$ cat src/hw/dans_regs.vh
// Constants for the damping filter and adaptive notch selection block.
// Assumes a classic Wishbone slave with 32-bit data and byte addresses.
// Function
// - Mode 0 keeps filters one and two active
// - Mode 1: contact A picks one/three or two/four
// - Mode 2: both contacts decode filters one to four
// - Mode 3: forward one/three, reverse two/four
// - Damping frequencies held in 0.1 Hz steps
// - Inactive filter's adjustment is ignored
// - Adaptive select: off, one, two, measure, clear
// - Select 4 disables notch three, four, result
// - Estimates written into notch three or four
// - Notch three/four saved every 30 minutes, restored
// - Adaptation suspended under torque control
// - Torque via control mode 5/6 keeps notches
// - Damping frequency 0 means filter unused
`ifndef DANS_REGS_VH
`define DANS_REGS_VH

`define DANS_ADDR_CTRL      6'h00
`define DANS_ADDR_DFREQ1    6'h04
`define DANS_ADDR_DADJ1     6'h08
`define DANS_ADDR_DFREQ2    6'h0c
`define DANS_ADDR_DFREQ3    6'h10
`define DANS_ADDR_DFREQ4    6'h14
`define DANS_ADDR_NOTCH3    6'h18
`define DANS_ADDR_NOTCH4    6'h1c
`define DANS_ADDR_STATUS    6'h20

`define DANS_CTRL_SWM_LSB   0
`define DANS_CTRL_ADS_LSB   4
`define DANS_CTRL_CMS_LSB   8
`define DANS_CTRL_RIG_LSB   12

`define DANS_SWM_FIXED      2'h0
`define DANS_SWM_ONE_IN     2'h1
`define DANS_SWM_TWO_IN     2'h2
`define DANS_SWM_DIR        2'h3

`define DANS_ADS_OFF        3'h0
`define DANS_ADS_ONE        3'h1
`define DANS_ADS_TWO        3'h2
`define DANS_ADS_MEASURE    3'h3
`define DANS_ADS_CLEAR      3'h4

`define DANS_CMS_KEEP_A     4'h5
`define DANS_CMS_KEEP_B     4'h6

`define DANS_NOTCH_OFF      16'h1388
`define DANS_CTRL_RST       32'h0000_0000
`define DANS_FREQ_RST       16'h0000

`define DANS_CLK_HZ         36'd25000000
`define DANS_SAVE_MINUTES   36'd30
`define DANS_SAVE_CYCLES    (`DANS_SAVE_MINUTES * 36'd60 * `DANS_CLK_HZ)
`define DANS_DEB_US         16'd1000
`define DANS_DEB_CYCLES     (`DANS_DEB_US * 16'd25)

`endif

$ cat src/hw/dans_contact_filter.v
// Synchroniser and debouncer for one external select contact.
// Assumes the contact is asynchronous to clk_i; output is the stable level.
`include "dans_regs.vh"

module dans_contact_filter #(
	parameter [15:0] DEB_CYCLES = `DANS_DEB_CYCLES
) (
	input  wire        clk_i,
	input  wire        rst_i,
	input  wire        pin_i,
	output reg         level_o
);
	reg        meta_ff;
	reg        s2_ff;
	reg        s3_ff;
	reg [15:0] cnt_ff;
	reg [15:0] nxt_cnt;

	always @(posedge clk_i) begin
		if (rst_i) begin
			meta_ff <= 1'b0;
			s2_ff   <= 1'b0;
			s3_ff   <= 1'b0;
		end else begin
			meta_ff <= pin_i;
			s2_ff   <= meta_ff;
			s3_ff   <= s2_ff;
		end
	end

	// Level must hold DEB_CYCLES before it is accepted
	always @* begin
		nxt_cnt = 16'h0000;
		if (s2_ff == s3_ff && s3_ff != level_o)
			nxt_cnt = cnt_ff + 16'h0001;
	end

	always @(posedge clk_i) begin
		if (rst_i) begin
			cnt_ff  <= 16'h0000;
			level_o <= 1'b0;
		end else if (nxt_cnt >= DEB_CYCLES) begin
			cnt_ff  <= 16'h0000;
			level_o <= s3_ff;
		end else begin
			cnt_ff  <= nxt_cnt;
		end
	end
endmodule

$ cat src/hw/dans_top.v
// Damping filter selection and adaptive notch management, Wishbone slave.
// Assumes an estimator supplies resonance estimates and an NVM agent stores
// notch values; select contacts come straight from pins.
`include "dans_regs.vh"

module dans_top #(
	parameter [35:0] SAVE_CYCLES = `DANS_SAVE_CYCLES,
	parameter [15:0] DEB_CYCLES  = `DANS_DEB_CYCLES
) (
	input  wire        clk_i,
	input  wire        rst_i,
	input  wire        cyc_i,
	input  wire        stb_i,
	input  wire        we_i,
	input  wire [5:0]  adr_i,
	input  wire [3:0]  sel_i,
	input  wire [31:0] dat_i,
	output reg  [31:0] dat_o,
	output reg         ack_o,
	input  wire        filter_select_a_i,
	input  wire        filter_select_b_i,
	input  wire        cmd_reverse_i,
	input  wire        torque_active_i,
	input  wire        est_valid_i,
	input  wire        est_slot_i,
	input  wire [15:0] est_freq_i,
	input  wire        nvm_restore_i,
	input  wire [15:0] nvm_notch_three_i,
	input  wire [15:0] nvm_notch_four_i,
	output reg         nvm_save_o,
	output reg  [15:0] nvm_notch_three_o,
	output reg  [15:0] nvm_notch_four_o,
	output reg  [3:0]  damp_active_o,
	output reg  [15:0] damp_adjust_one_o,
	output reg  [1:0]  adapt_mode_o,
	output reg         adapt_run_o,
	output reg         notch_three_en_o,
	output reg         notch_four_en_o,
	output reg  [15:0] notch_three_freq_o,
	output reg  [15:0] notch_four_freq_o
);
	localparam [1:0] AM_OFF     = 2'h0;
	localparam [1:0] AM_ONE     = 2'h1;
	localparam [1:0] AM_TWO     = 2'h2;
	localparam [1:0] AM_MEASURE = 2'h3;

	// Byte-lane merge of a 32-bit register write
	function [31:0] merge;
		input [31:0] old;
		input [31:0] wr;
		input [3:0]  sel;
		integer i;
		begin
			merge = old;
			for (i = 0; i < 4; i = i + 1)
				if (sel[i])
					merge[i*8 +: 8] = wr[i*8 +: 8];
		end
	endfunction

	// Byte-lane merge into a 16-bit register, upper lanes dropped
	function [15:0] merge_lo;
		input [15:0] old;
		input [31:0] wr;
		input [3:0]  sel;
		reg   [31:0] full;
		begin
			full     = merge({16'h0000, old}, wr, sel);
			merge_lo = full[15:0];
		end
	endfunction

	reg [31:0] ctrl_ff;
	reg [15:0] dfreq1_ff;
	reg [15:0] dadj1_ff;
	reg [15:0] dfreq2_ff;
	reg [15:0] dfreq3_ff;
	reg [15:0] dfreq4_ff;
	reg [15:0] notch3_ff;
	reg [15:0] notch4_ff;
	reg [35:0] save_cnt_ff;
	reg        torque_ff;
	reg [15:0] nxt_notch3;
	reg [15:0] nxt_notch4;
	reg [3:0]  nxt_active;
	reg [31:0] nxt_dat;
	reg [1:0]  nxt_mode;

	wire       sel_a;
	wire       sel_b;
	wire [1:0] swm   = ctrl_ff[`DANS_CTRL_SWM_LSB +: 2];
	wire [2:0] ads   = ctrl_ff[`DANS_CTRL_ADS_LSB +: 3];
	wire [3:0] cms   = ctrl_ff[`DANS_CTRL_CMS_LSB +: 4];
	wire       wb_go = cyc_i & stb_i & ~ack_o;
	wire       wb_wr = wb_go & we_i;
	wire       clear = (ads == `DANS_ADS_CLEAR);
	wire       keep  = (cms == `DANS_CMS_KEEP_A) || (cms == `DANS_CMS_KEEP_B);
	wire       tq_in = torque_active_i & ~torque_ff;
	wire       run   = (nxt_mode != AM_OFF) & ~torque_active_i;
	wire       take  = est_valid_i & run;
	wire       save  = (save_cnt_ff == SAVE_CYCLES - 36'd1);

	dans_contact_filter #(
		.DEB_CYCLES (DEB_CYCLES)
	) u_sel_a (
		.clk_i      (clk_i),
		.rst_i      (rst_i),
		.pin_i      (filter_select_a_i),
		.level_o    (sel_a)
	);

	dans_contact_filter #(
		.DEB_CYCLES (DEB_CYCLES)
	) u_sel_b (
		.clk_i      (clk_i),
		.rst_i      (rst_i),
		.pin_i      (filter_select_b_i),
		.level_o    (sel_b)
	);

	// Adaptive mode decode
	always @* begin
		case (ads)
			`DANS_ADS_ONE:     nxt_mode = AM_ONE;
			`DANS_ADS_TWO:     nxt_mode = AM_TWO;
			`DANS_ADS_MEASURE: nxt_mode = AM_MEASURE;
			default:           nxt_mode = AM_OFF;
		endcase
	end

	// Damping filter selection; closed contact reads as 1
	always @* begin
		case (swm)
			`DANS_SWM_FIXED:  nxt_active = 4'b0011;
			`DANS_SWM_ONE_IN: nxt_active = sel_a ? 4'b1010 : 4'b0101;
			`DANS_SWM_TWO_IN: begin
				case ({sel_b, sel_a})
					2'b00:   nxt_active = 4'b0001;
					2'b01:   nxt_active = 4'b0010;
					2'b10:   nxt_active = 4'b0100;
					default: nxt_active = 4'b1000;
				endcase
			end
			default:          nxt_active = cmd_reverse_i ? 4'b1010 : 4'b0101;
		endcase
		// Zero frequency leaves a filter unused
		if (dfreq1_ff == `DANS_FREQ_RST)
			nxt_active[0] = 1'b0;
		if (dfreq2_ff == `DANS_FREQ_RST)
			nxt_active[1] = 1'b0;
		if (dfreq3_ff == `DANS_FREQ_RST)
			nxt_active[2] = 1'b0;
		if (dfreq4_ff == `DANS_FREQ_RST)
			nxt_active[3] = 1'b0;
	end

	// Notch slot three and four update, priority low to high
	always @* begin
		nxt_notch3 = notch3_ff;
		nxt_notch4 = notch4_ff;
		if (wb_wr && adr_i == `DANS_ADDR_NOTCH3)
			nxt_notch3 = merge_lo(notch3_ff, dat_i, sel_i);
		if (wb_wr && adr_i == `DANS_ADDR_NOTCH4)
			nxt_notch4 = merge_lo(notch4_ff, dat_i, sel_i);
		if (take && !est_slot_i)
			nxt_notch3 = est_freq_i;
		if (take && est_slot_i && nxt_mode != AM_ONE)
			nxt_notch4 = est_freq_i;
		// Entering torque control drops the result unless mode 5 or 6
		if (tq_in && !keep) begin
			nxt_notch3 = `DANS_NOTCH_OFF;
			nxt_notch4 = `DANS_NOTCH_OFF;
		end
		if (clear) begin
			nxt_notch3 = `DANS_NOTCH_OFF;
			nxt_notch4 = `DANS_NOTCH_OFF;
		end
		if (nvm_restore_i) begin
			nxt_notch3 = nvm_notch_three_i;
			nxt_notch4 = nvm_notch_four_i;
		end
	end

	// Read data mux
	always @* begin
		case (adr_i)
			`DANS_ADDR_CTRL:   nxt_dat = ctrl_ff;
			`DANS_ADDR_DFREQ1: nxt_dat = {16'h0000, dfreq1_ff};
			`DANS_ADDR_DADJ1:  nxt_dat = {16'h0000, dadj1_ff};
			`DANS_ADDR_DFREQ2: nxt_dat = {16'h0000, dfreq2_ff};
			`DANS_ADDR_DFREQ3: nxt_dat = {16'h0000, dfreq3_ff};
			`DANS_ADDR_DFREQ4: nxt_dat = {16'h0000, dfreq4_ff};
			`DANS_ADDR_NOTCH3: nxt_dat = {16'h0000, notch3_ff};
			`DANS_ADDR_NOTCH4: nxt_dat = {16'h0000, notch4_ff};
			`DANS_ADDR_STATUS: nxt_dat = {22'h000000, torque_ff, sel_b, sel_a, notch_four_en_o,
			                              notch_three_en_o, adapt_run_o, damp_active_o};
			default:           nxt_dat = 32'h0000_0000;
		endcase
	end

	// Bus slave and configuration registers
	always @(posedge clk_i) begin
		if (rst_i) begin
			ack_o     <= 1'b0;
			dat_o     <= 32'h0000_0000;
			ctrl_ff   <= `DANS_CTRL_RST;
			dfreq1_ff <= `DANS_FREQ_RST;
			dadj1_ff  <= `DANS_FREQ_RST;
			dfreq2_ff <= `DANS_FREQ_RST;
			dfreq3_ff <= `DANS_FREQ_RST;
			dfreq4_ff <= `DANS_FREQ_RST;
		end else begin
			ack_o <= wb_go;
			dat_o <= wb_go ? nxt_dat : 32'h0000_0000;
			if (wb_wr) begin
				// Frequencies stored as raw 0.1 Hz counts
				case (adr_i)
					`DANS_ADDR_CTRL:   ctrl_ff   <= merge(ctrl_ff, dat_i, sel_i) & 32'h0000_ff73;
					`DANS_ADDR_DFREQ1: dfreq1_ff <= merge_lo(dfreq1_ff, dat_i, sel_i);
					`DANS_ADDR_DADJ1:  dadj1_ff  <= merge_lo(dadj1_ff, dat_i, sel_i);
					`DANS_ADDR_DFREQ2: dfreq2_ff <= merge_lo(dfreq2_ff, dat_i, sel_i);
					`DANS_ADDR_DFREQ3: dfreq3_ff <= merge_lo(dfreq3_ff, dat_i, sel_i);
					`DANS_ADDR_DFREQ4: dfreq4_ff <= merge_lo(dfreq4_ff, dat_i, sel_i);
					default:           ;
				endcase
			end
		end
	end

	// Filter outputs, notch slots and periodic save
	always @(posedge clk_i) begin
		if (rst_i) begin
			damp_active_o      <= 4'h0;
			damp_adjust_one_o  <= 16'h0000;
			adapt_mode_o       <= AM_OFF;
			adapt_run_o        <= 1'b0;
			notch3_ff          <= `DANS_NOTCH_OFF;
			notch4_ff          <= `DANS_NOTCH_OFF;
			notch_three_en_o   <= 1'b0;
			notch_four_en_o    <= 1'b0;
			notch_three_freq_o <= `DANS_NOTCH_OFF;
			notch_four_freq_o  <= `DANS_NOTCH_OFF;
			torque_ff          <= 1'b0;
			save_cnt_ff        <= 36'd0;
			nvm_save_o         <= 1'b0;
			nvm_notch_three_o  <= `DANS_NOTCH_OFF;
			nvm_notch_four_o   <= `DANS_NOTCH_OFF;
		end else begin
			damp_active_o     <= nxt_active;
			damp_adjust_one_o <= nxt_active[0] ? dadj1_ff : 16'h0000;
			adapt_mode_o      <= nxt_mode;
			adapt_run_o       <= run;
			torque_ff         <= torque_active_i;
			notch3_ff         <= nxt_notch3;
			notch4_ff         <= nxt_notch4;
			notch_three_freq_o <= nxt_notch3;
			notch_four_freq_o  <= nxt_notch4;
			notch_three_en_o  <= (nxt_notch3 != `DANS_NOTCH_OFF) & ~clear;
			notch_four_en_o   <= (nxt_notch4 != `DANS_NOTCH_OFF) & ~clear;
			save_cnt_ff       <= save ? 36'd0 : save_cnt_ff + 36'd1;
			nvm_save_o        <= save;
			if (save) begin
				nvm_notch_three_o <= notch3_ff;
				nvm_notch_four_o  <= notch4_ff;
			end
		end
	end
endmodule

$ cat config.mk
export PLATFORM = sky130hd
export DESIGN_NAME = dans_top
export DESIGN_NICKNAME = d
export VERILOG_FILES = /design/src/hw/dans_contact_filter.v /design/src/hw/dans_top.v
export VERILOG_INCLUDE_DIRS = /design/src /design/src/hw
export SDC_FILE = /design/constraint.sdc
export NUM_CORES = 1
export LEC_CHECK = 0
export BUFFER_PORTS_ARGS = -buffer_cell sky130_fd_sc_hd__buf_2
export CORE_MARGIN = 2
export CORE_UTILIZATION = 40
export CTS_CLUSTER_DIAMETER = 60
export DETAILED_ROUTE_END_ITERATION = 7
export PLACE_DENSITY = 0.62
export RECOVER_POWER = 25
export SETUP_SLACK_MARGIN = 0.2
export SLEW_MARGIN = 0
export SYNTH_ARGS = -nofsm -noshare
export SYNTH_HDL_FRONTEND = slang
export SYNTH_SLANG_ARGS = --single-unit
$ cat constraint.sdc
create_clock -name clk_i -period 5.32 [get_ports clk_i]
set_input_delay 1.064 -clock clk_i [delete_from_list [all_inputs] [get_ports clk_i]]
set_output_delay 1.064 -clock clk_i [all_outputs]
set_load 0.005 [all_outputs]
; Yosys cells after proc, flatten, opt, wreduce, memory -nomap -nowiden
; Cells that the tools add are included.
; W data, S select, Z words.
[word_totals]
regBits = 293
latchBits = 0
ramBits = 0
rom_bits = 0
out_inout_bits = 123
memories = 0
[op_classes]
add_sub_neg = 3
n_mul = 0
div = 0
n_lt_le_gt_ge = 2
n_eq_ne = 26
n_shift = 0
mux = 23
bitwise_logic = 14
n_reduce_logical = 39
[ops]
columns = op, count
row1 = $mux W16, 12
row2 = $pmux W16 S9, 1
row3 = $logic_not A16 Y1, 4
row4 = $add A36 B1 Y36 const B, 1
row5 = $eq A36 B36 Y1 const B, 1
row6 = $reduce_and A3 Y1, 12
row7 = $add A16 B1 Y16 const B, 2
row8 = $ge A16 B15 Y1 const B, 2
row9 = $mux W8, 4
row10 = $ne A16 B13 Y1 const B, 2
row11 = $eq A6 B5 Y1 const B, 4
row12 = $pmux W4 S3, 2
row13 = $reduce_or A2 Y1, 8
row14 = $eq A6 B4 Y1 const B, 2
row15 = $and A1 B1 Y1, 8
row16 = $eq A4 B3 Y1 const B, 2
row17 = $logic_and A1 B1 Y1, 8
row18 = $mux W4, 2
row19 = $eq A3 B2 Y1 const B, 2
row20 = $eq A6 B3 Y1 const B, 1
row21 = $eq A6 B6 Y1 const B, 1
row22 = $logic_not A6 Y1, 1
row23 = $not A1 Y1, 6
row24 = $pmux W2 S3, 1
row25 = other kinds (12), 18

; Logic depth before layout (Yosys ltp)
; Gate-level depths: netlist of the first run.
[logic_depth]
ltp_word = 13
mapped_depth = 10
ltp_nobuf = 8

; By module
; From an unflattened synthesis of the first run, not the netlist that was laid out.
[unflattened]
hier_cells = 1475
hier_area_um2 = 12891.1
[by_module_without_submodules]
columns = mod, n_inst, cells_per_inst, area_each_um2
row1 = dans_top, 1, 1227, 10588.9
row2 = dans_contact_filter, 2, 124, 1151.1

; Worst setup path after synthesis of the first run
; OpenSTA, ideal clock, no wires.
[synth_timing]
kind = input-to-reg
startpoint = input port adr_i[3]
endpoint = register notch_three_en_o
setup_time_ps = 125
arrival_ps = 2975
required_ps = 5195
path_slack_ps = 2219
stages = 8
n_path_buf = 1
cell_sequence = clkbuf_1 -> nor2b_1 -> nand4_2 -> a221oi_1 -> o31ai_1 -> nor4_2 -> o2111ai_1 -> o41a_1
[synth_between]
elab_chain_cells = 9
[synth_lines]
columns = element, line
row1 = "start, declared", dans_top.v:15  ; input wire [5:0] adr_i,
row2 = $eq A6 B5 Y1, --
row3 = $logic_and A1 B1 Y1 (no source line), --
row4 = $mux W16, dans_top.v:161  ; if (wb_wr && adr_i == `DANS_ADDR_NOTCH3)
row5 = $mux W16, dans_top.v:165  ; if (take && !est_slot_i)
row6 = $mux W16, dans_top.v:170  ; if (tq_in && !keep) begin
row7 = $mux W16, dans_top.v:174  ; if (clear) begin
row8 = $mux W16, dans_top.v:178  ; if (nvm_restore_i) begin
row9 = $ne A16 B13 Y1 (no source line), --
row10 = $and A1 B1 Y1, dans_top.v:258  ; notch_three_en_o <= (nxt_notch3 != `DANS_NOTCH_OFF) & ~clear;
row11 = "end signal, assigned", dans_top.v:258
row12 = "end, declared", dans_top.v:37  ; output reg notch_three_en_o,
; No other way between the ends.
; A chain may end at the register's enable or synchronous reset.

==> results of run 1 <==
[worst paths after layout]
check | startpoint | endpoint | slack, ns | depth (start not counted)
setup / recovery | rst_i | notch_three_en_o | 1.76 | 5
hold / removal | u_sel_b.meta_ff | u_sel_b.s2_ff | 0.43 | 1
setup reg to reg | ack_o | notch_three_en_o | 2.18 | 7
hold reg to reg | u_sel_b.meta_ff | u_sel_b.s2_ff | 0.43 | 1
[report_power, final]
part | switching [W] | total [W] | internal (W) | leakage, nW
Sequential | 0.0000329 | 0.00213 | 0.00209 | 2.24
Clock | 0.000854 | 0.00210 | 0.00125 | 0.495
Combinational | 0.000141 | 0.000212 | 0.0000713 | 2.40
[placed cells by master (no fill, tap or decap), types with 8 or more instances in the layout]
master,instances
a22o_1,9
and2_1,40
xor2_1,36
mux2i_1,46
clkbuf_16,31
diode_2,8
nand2_1,249
nor3_1,14
xnor2_1,25
and2_0,17
conb_1,18
dfxtp_1,277
buf_2,131
a31oi_1,12
nand3_1,61
nand4_1,16
nor2_1,148
o31ai_1,14
inv_1,16
and3_1,27
nor4_1,26
a221oi_1,27
clkbuf_1,67
a22oi_1,19
nor2b_1,13
buf_4,14
a222oi_1,21
a21oi_1,120
clkbuf_8,10
[worst register-to-register path: cells and delay by family (launching register included)]
kind             cells  cell delay (ns)
AO/OA/AOI/OAI        4             1.26
flip-flops           1             0.32
AND/OR/NAND/NOR      3             1.46
[kinds of logic (layout without fill, tap and decap cells)]
kind of cell	count (synthesis)	after routing	synth area share
AO/OA/AOI/OAI	279	279	0.156
XOR/XNOR	61	61	0.0436
adder cells (fa/ha/maj)	3	3	0.00306
buffers and inverters	131	274	0.0475
flip-flops	277	277	0.452
multiplexers	47	47	0.0385
other	1	26	0.000306
AND/OR/NAND/NOR	663	663	0.259
[per-stage QoR]
| stage | utilization | hold WS, ns |
|---|---|---|
| 3_3_place_gp | 0.441 | 0.418 |
| 4_1_cts | 0.474 | 0.436 |
| 3_5_place_dp | 0.441 | 0.422 |
| 2_1_floorplan | - | 0.414 |
| 5_1_grt | 0.472 | 0.456 |
| 6_report | 0.472 | 0.434 |
[area by class of cell]
class | instances | area (sq um) | share of cell area
timing repair buffer | 205 | 986 | 0.0688
antenna | 8 | 20.0 | 0.00140
sequential | 277 | 5550 | 0.387
inverter | 16 | 60.1 | 0.00419
tap | 396 | 495 | 0.0346
clock buffer | 48 | 940 | 0.0656
multi-input combinational | 1071 | 6220 | 0.434
clock inverter | 5 | 60.1 | 0.00419
[layer usage]
layer  global-route usage  vias to the layer above  part of all wire
li1                     -                     5425                 -
met4                0.104                        4             0.043
met2                0.399                      527              0.46
met5                    0                        -           0.00056
met3               0.0545                      105             0.090
met1                0.320                     5403              0.41
==> metrics, run 1 <==
Post-Syn Instances=1462; Top delay family on crit path=buffers and inverters; global router's overall resource usage=0.248; Pins Over Slew Limit=29; post-synth top area share=0.452; layout cells sized above 1=0.133; Hold-fix buffers, CTS=0; Ys Warns=0; vias in the first global route=10561; FP Rows=64; Max Freq=0.281 GHz; Final Power=0.00444 W; clock latency on the worst-skew pair=0.57 ns; status=finished, violations left; Yosys reg bits=277; most frequent CP cell=buf_4; Synth area leaders=dfxtp_1, nand2_1, a21oi_1; relative slew slack=-0.104; fin crit share=0.669; die width=179 um; critical path type=input port to flop; crit path capture type=flop; CTS buffer count=31; Max Clock Skew=0.0155 ns; global-route wire length before repair=60.9 mm; cell chain of the critical path=clkbuf_1 -> buf_4 -> buf_4 -> a21oi_1 -> o41a_1; Setup Buffers After CTS=0; Peak VDD IR=0.417 mV; layout net count=1707; Post-synth EDFFs=0; most frequent cells after synthesis=dfxtp_1, nand2_1, nor2_1, a21oi_1, clkbuf_1; top_reg_cell synth=dfxtp_1; initial core utilization=0.404; CP max stage cell=clkbuf_1; asr flop ratio synth=0; CP max FO=70; fin area=14300 sq um; Worst EP arrival=4.00 ns; clk slew on worst S/H paths=0.06 ns; slew at the pin closest to its max-slew limit=1.66 ns; top-count cell post-synth=dfxtp_1; final hold vios=0; Placed Instances=1965; Placeable Area=30300 sq um; area leader, netlist=dfxtp_1; initial antenna violation count=10; setup slack after layout=1.76 ns; largest net degree at the start of global routing=71; PD cells=310 nW/um^2; final WL=41.0 mm; minimum clock period=3.56 ns; failing checks=capacitance limit, slew limit; Buf+Inv Stages, Crit Path=3; IO Pins=225; die area=32100 sq um; DR DRC count=0; DRT iter0 DRCs=1209; fin cells=2026; P&R area growth vs syn=16.9%; drt wl/cell=20.2 um; DP Area=13400 sq um; Yosys cell types=70; Leak=5.13 nW; remaining antenna violation count after routing=0; Pre-antenna DRT Iters=6; via count=11464; GPL Wtd Cong=0.904; H-Tree Depth=1; RSZ-0062 raised after global routing=false; Root Buffer=clkbuf_16; vias per cell=5.66; pre-CTS setup slack=1.42 ns; GRT overflow=0; CTS resizes=0; filler cell count=3007; register area share after synthesis=0.452; CTS sink count=277; MaxCap Viol Count=1; syn_area_per_cell=8.38 sq um; die height=179 um; CP Launch Type=input port; Worst EP required=5.77 ns; final setup vio count=0; CTS max path bufs=3; HPWL after detailed placement=29.6 mm; PortBufs=190; CTS tree=built; cell area after synthesis=12300 sq um; max incr delay on CP=1.16 ns; Hold Crit Class=flop to flop; max reg flops=36; setup_tns=0 ns; largest reg by FF count=save_cnt_ff
Power figures use the tool's default switching activity.
==> run 2, diff against run 1 <==
- clock period: 5.32 -> 3.3 ns (I/O delays scaled with it)
==> metrics, run 2 (synthesis results as in run 1) <==
pre-CTS setup slack=0.102 ns; Root Buffer=clkbuf_16; DR DRC count=12; fin area=14500 sq um; fin crit share=0.821; Peak VDD IR=0.393 mV; final WL=41.2 mm; Setup Buffers After CTS=0; initial core utilization=0.404; Buf+Inv Stages, Crit Path=1; relative slew slack=0.120; GRT overflow=0; Placeable Area=30300 sq um; Hold-fix buffers, CTS=0; initial antenna violation count=9; final setup vio count=0; final hold vios=0; P&R area growth vs syn=18.6%; global-route wire length before repair=62.2 mm; vias per cell=5.65; vias in the first global route=10666; status=finished, violations left; slew at the pin closest to its max-slew limit=1.32 ns; CTS sink count=277; largest reg by FF count=save_cnt_ff; die width=179 um; CTS buffer count=31; commonest cells after routing, fill and taps aside=dfxtp_1, nand2_1, nor2_1; clk slew on worst S/H paths=0.06 ns; Worst EP required=3.75 ns; layout net count=1733; CTS resizes=0; DRT iter0 DRCs=1159; remaining antenna violation count after routing=0; setup_tns=0 ns; Pre-antenna DRT Iters=8; CP max stage cell=and4b_1; Top delay family on crit path=compound AO/OA/AOI/OAI gates; Max Freq=0.369 GHz; PortBufs=190; most common cell after layout, fill and taps aside=dfxtp_1; GPL Wtd Cong=0.940; CP max FO=13; IO Pins=225; RSZ-0062 raised after global routing=false; HPWL after detailed placement=30.1 mm; Max Clock Skew=0.0118 ns; Final Power=0.00722 W; die area=32100 sq um; max incr delay on CP=0.44 ns; max reg flops=36; Worst EP arrival=3.16 ns; minimum clock period=2.71 ns; Leak=5.28 nW; die height=179 um; MaxCap Viol Count=0; clock latency on the worst-skew pair=0.56 ns; global router's overall resource usage=0.252; CP Launch Type=flop; via count=11583; crit path capture type=flop; H-Tree Depth=1; critical path type=flop to flop; Pins Over Slew Limit=0; layout cells sized above 1=0.151; largest net degree at the start of global routing=64; CTS max path bufs=3; PD cells=497 nW/um^2; FP Rows=64; setup slack after layout=0.590 ns; Hold Crit Class=input port to flop; failing checks=DRC; DP Area=13600 sq um; CTS tree=built; cell chain of the critical path=and4b_1 -> buf_4 -> nand4_2 -> a221oi_1 -> o31ai_1 -> a2111oi_0 -> nand4_1 -> o31a_1; drt wl/cell=20.1 um
run 2: changes by cell type in the layout (fill, tap and decap cells not counted), sizes merged:
cell / change
buf: +28
clkbuf: -7
clkinv: +3
diode: -2
bufinv: +1
clkinvlp: +1
run 2: per-layer routing:
layer  routed length, um  global-route usage  vias to the layer above
li1                    -                   -                     5470
met1               16900               0.332                     5426
met2               18700               0.401                      569
met3                3650              0.0437                      112
met4                1960               0.118                        6
met5                  41                   0                        -
run 2: stage by stage:
stage | cells | utilization | hold slack, ns
6_report | 2050 | 0.479 | 0.317
5_1_grt | 2047 | 0.479 | 0.328
4_1_cts | 2044 | 0.481 | 0.303
3_5_place_dp | 1991 | 0.448 | 0.425
3_3_place_gp | 1991 | 0.448 | 0.419
2_1_floorplan | 1479 | - | 0.414
run 2: worst register-to-register path: stages (launching register included):
cell and delay (ns):
dfxtp_1 0.32, and4b_1 0.44, buf_4 0.26, nand4_2 0.14
a221oi_1 0.30, o31ai_1 0.16, a2111oi_0 0.44, nand4_1 0.23
o31a_1 0.32
run 2: final timing paths:
kind                            slack, ns              end               from  depth (start not counted)
worst max-delay path                 0.59  notch_four_en_o              ack_o                          8
worst min-delay path                 0.32  u_sel_b.meta_ff  filter_select_b_i                          2
worst max register to register       0.59  notch_four_en_o              ack_o                          8
worst min register to register       0.43    u_sel_b.s2_ff    u_sel_b.meta_ff                          1
run 2: cell type report:
cell class | instances | area (sq um)
antenna | 6 | 15.0
fill | 2989 | 15800
clock inverter | 10 | 114
sequential | 277 | 5550
tap | 396 | 495
timing repair buffer | 231 | 1180
inverter | 16 | 60.1
multi-input combinational | 1071 | 6220
clock buffer | 43 | 901
run 2: power breakdown:
part           switching (W)  internal, W  total [W]  leakage (nW)
clock network        0.00140      0.00205    0.00344         0.502
registers          0.0000541      0.00338    0.00343          2.24
logic               0.000231     0.000120   0.000350          2.54
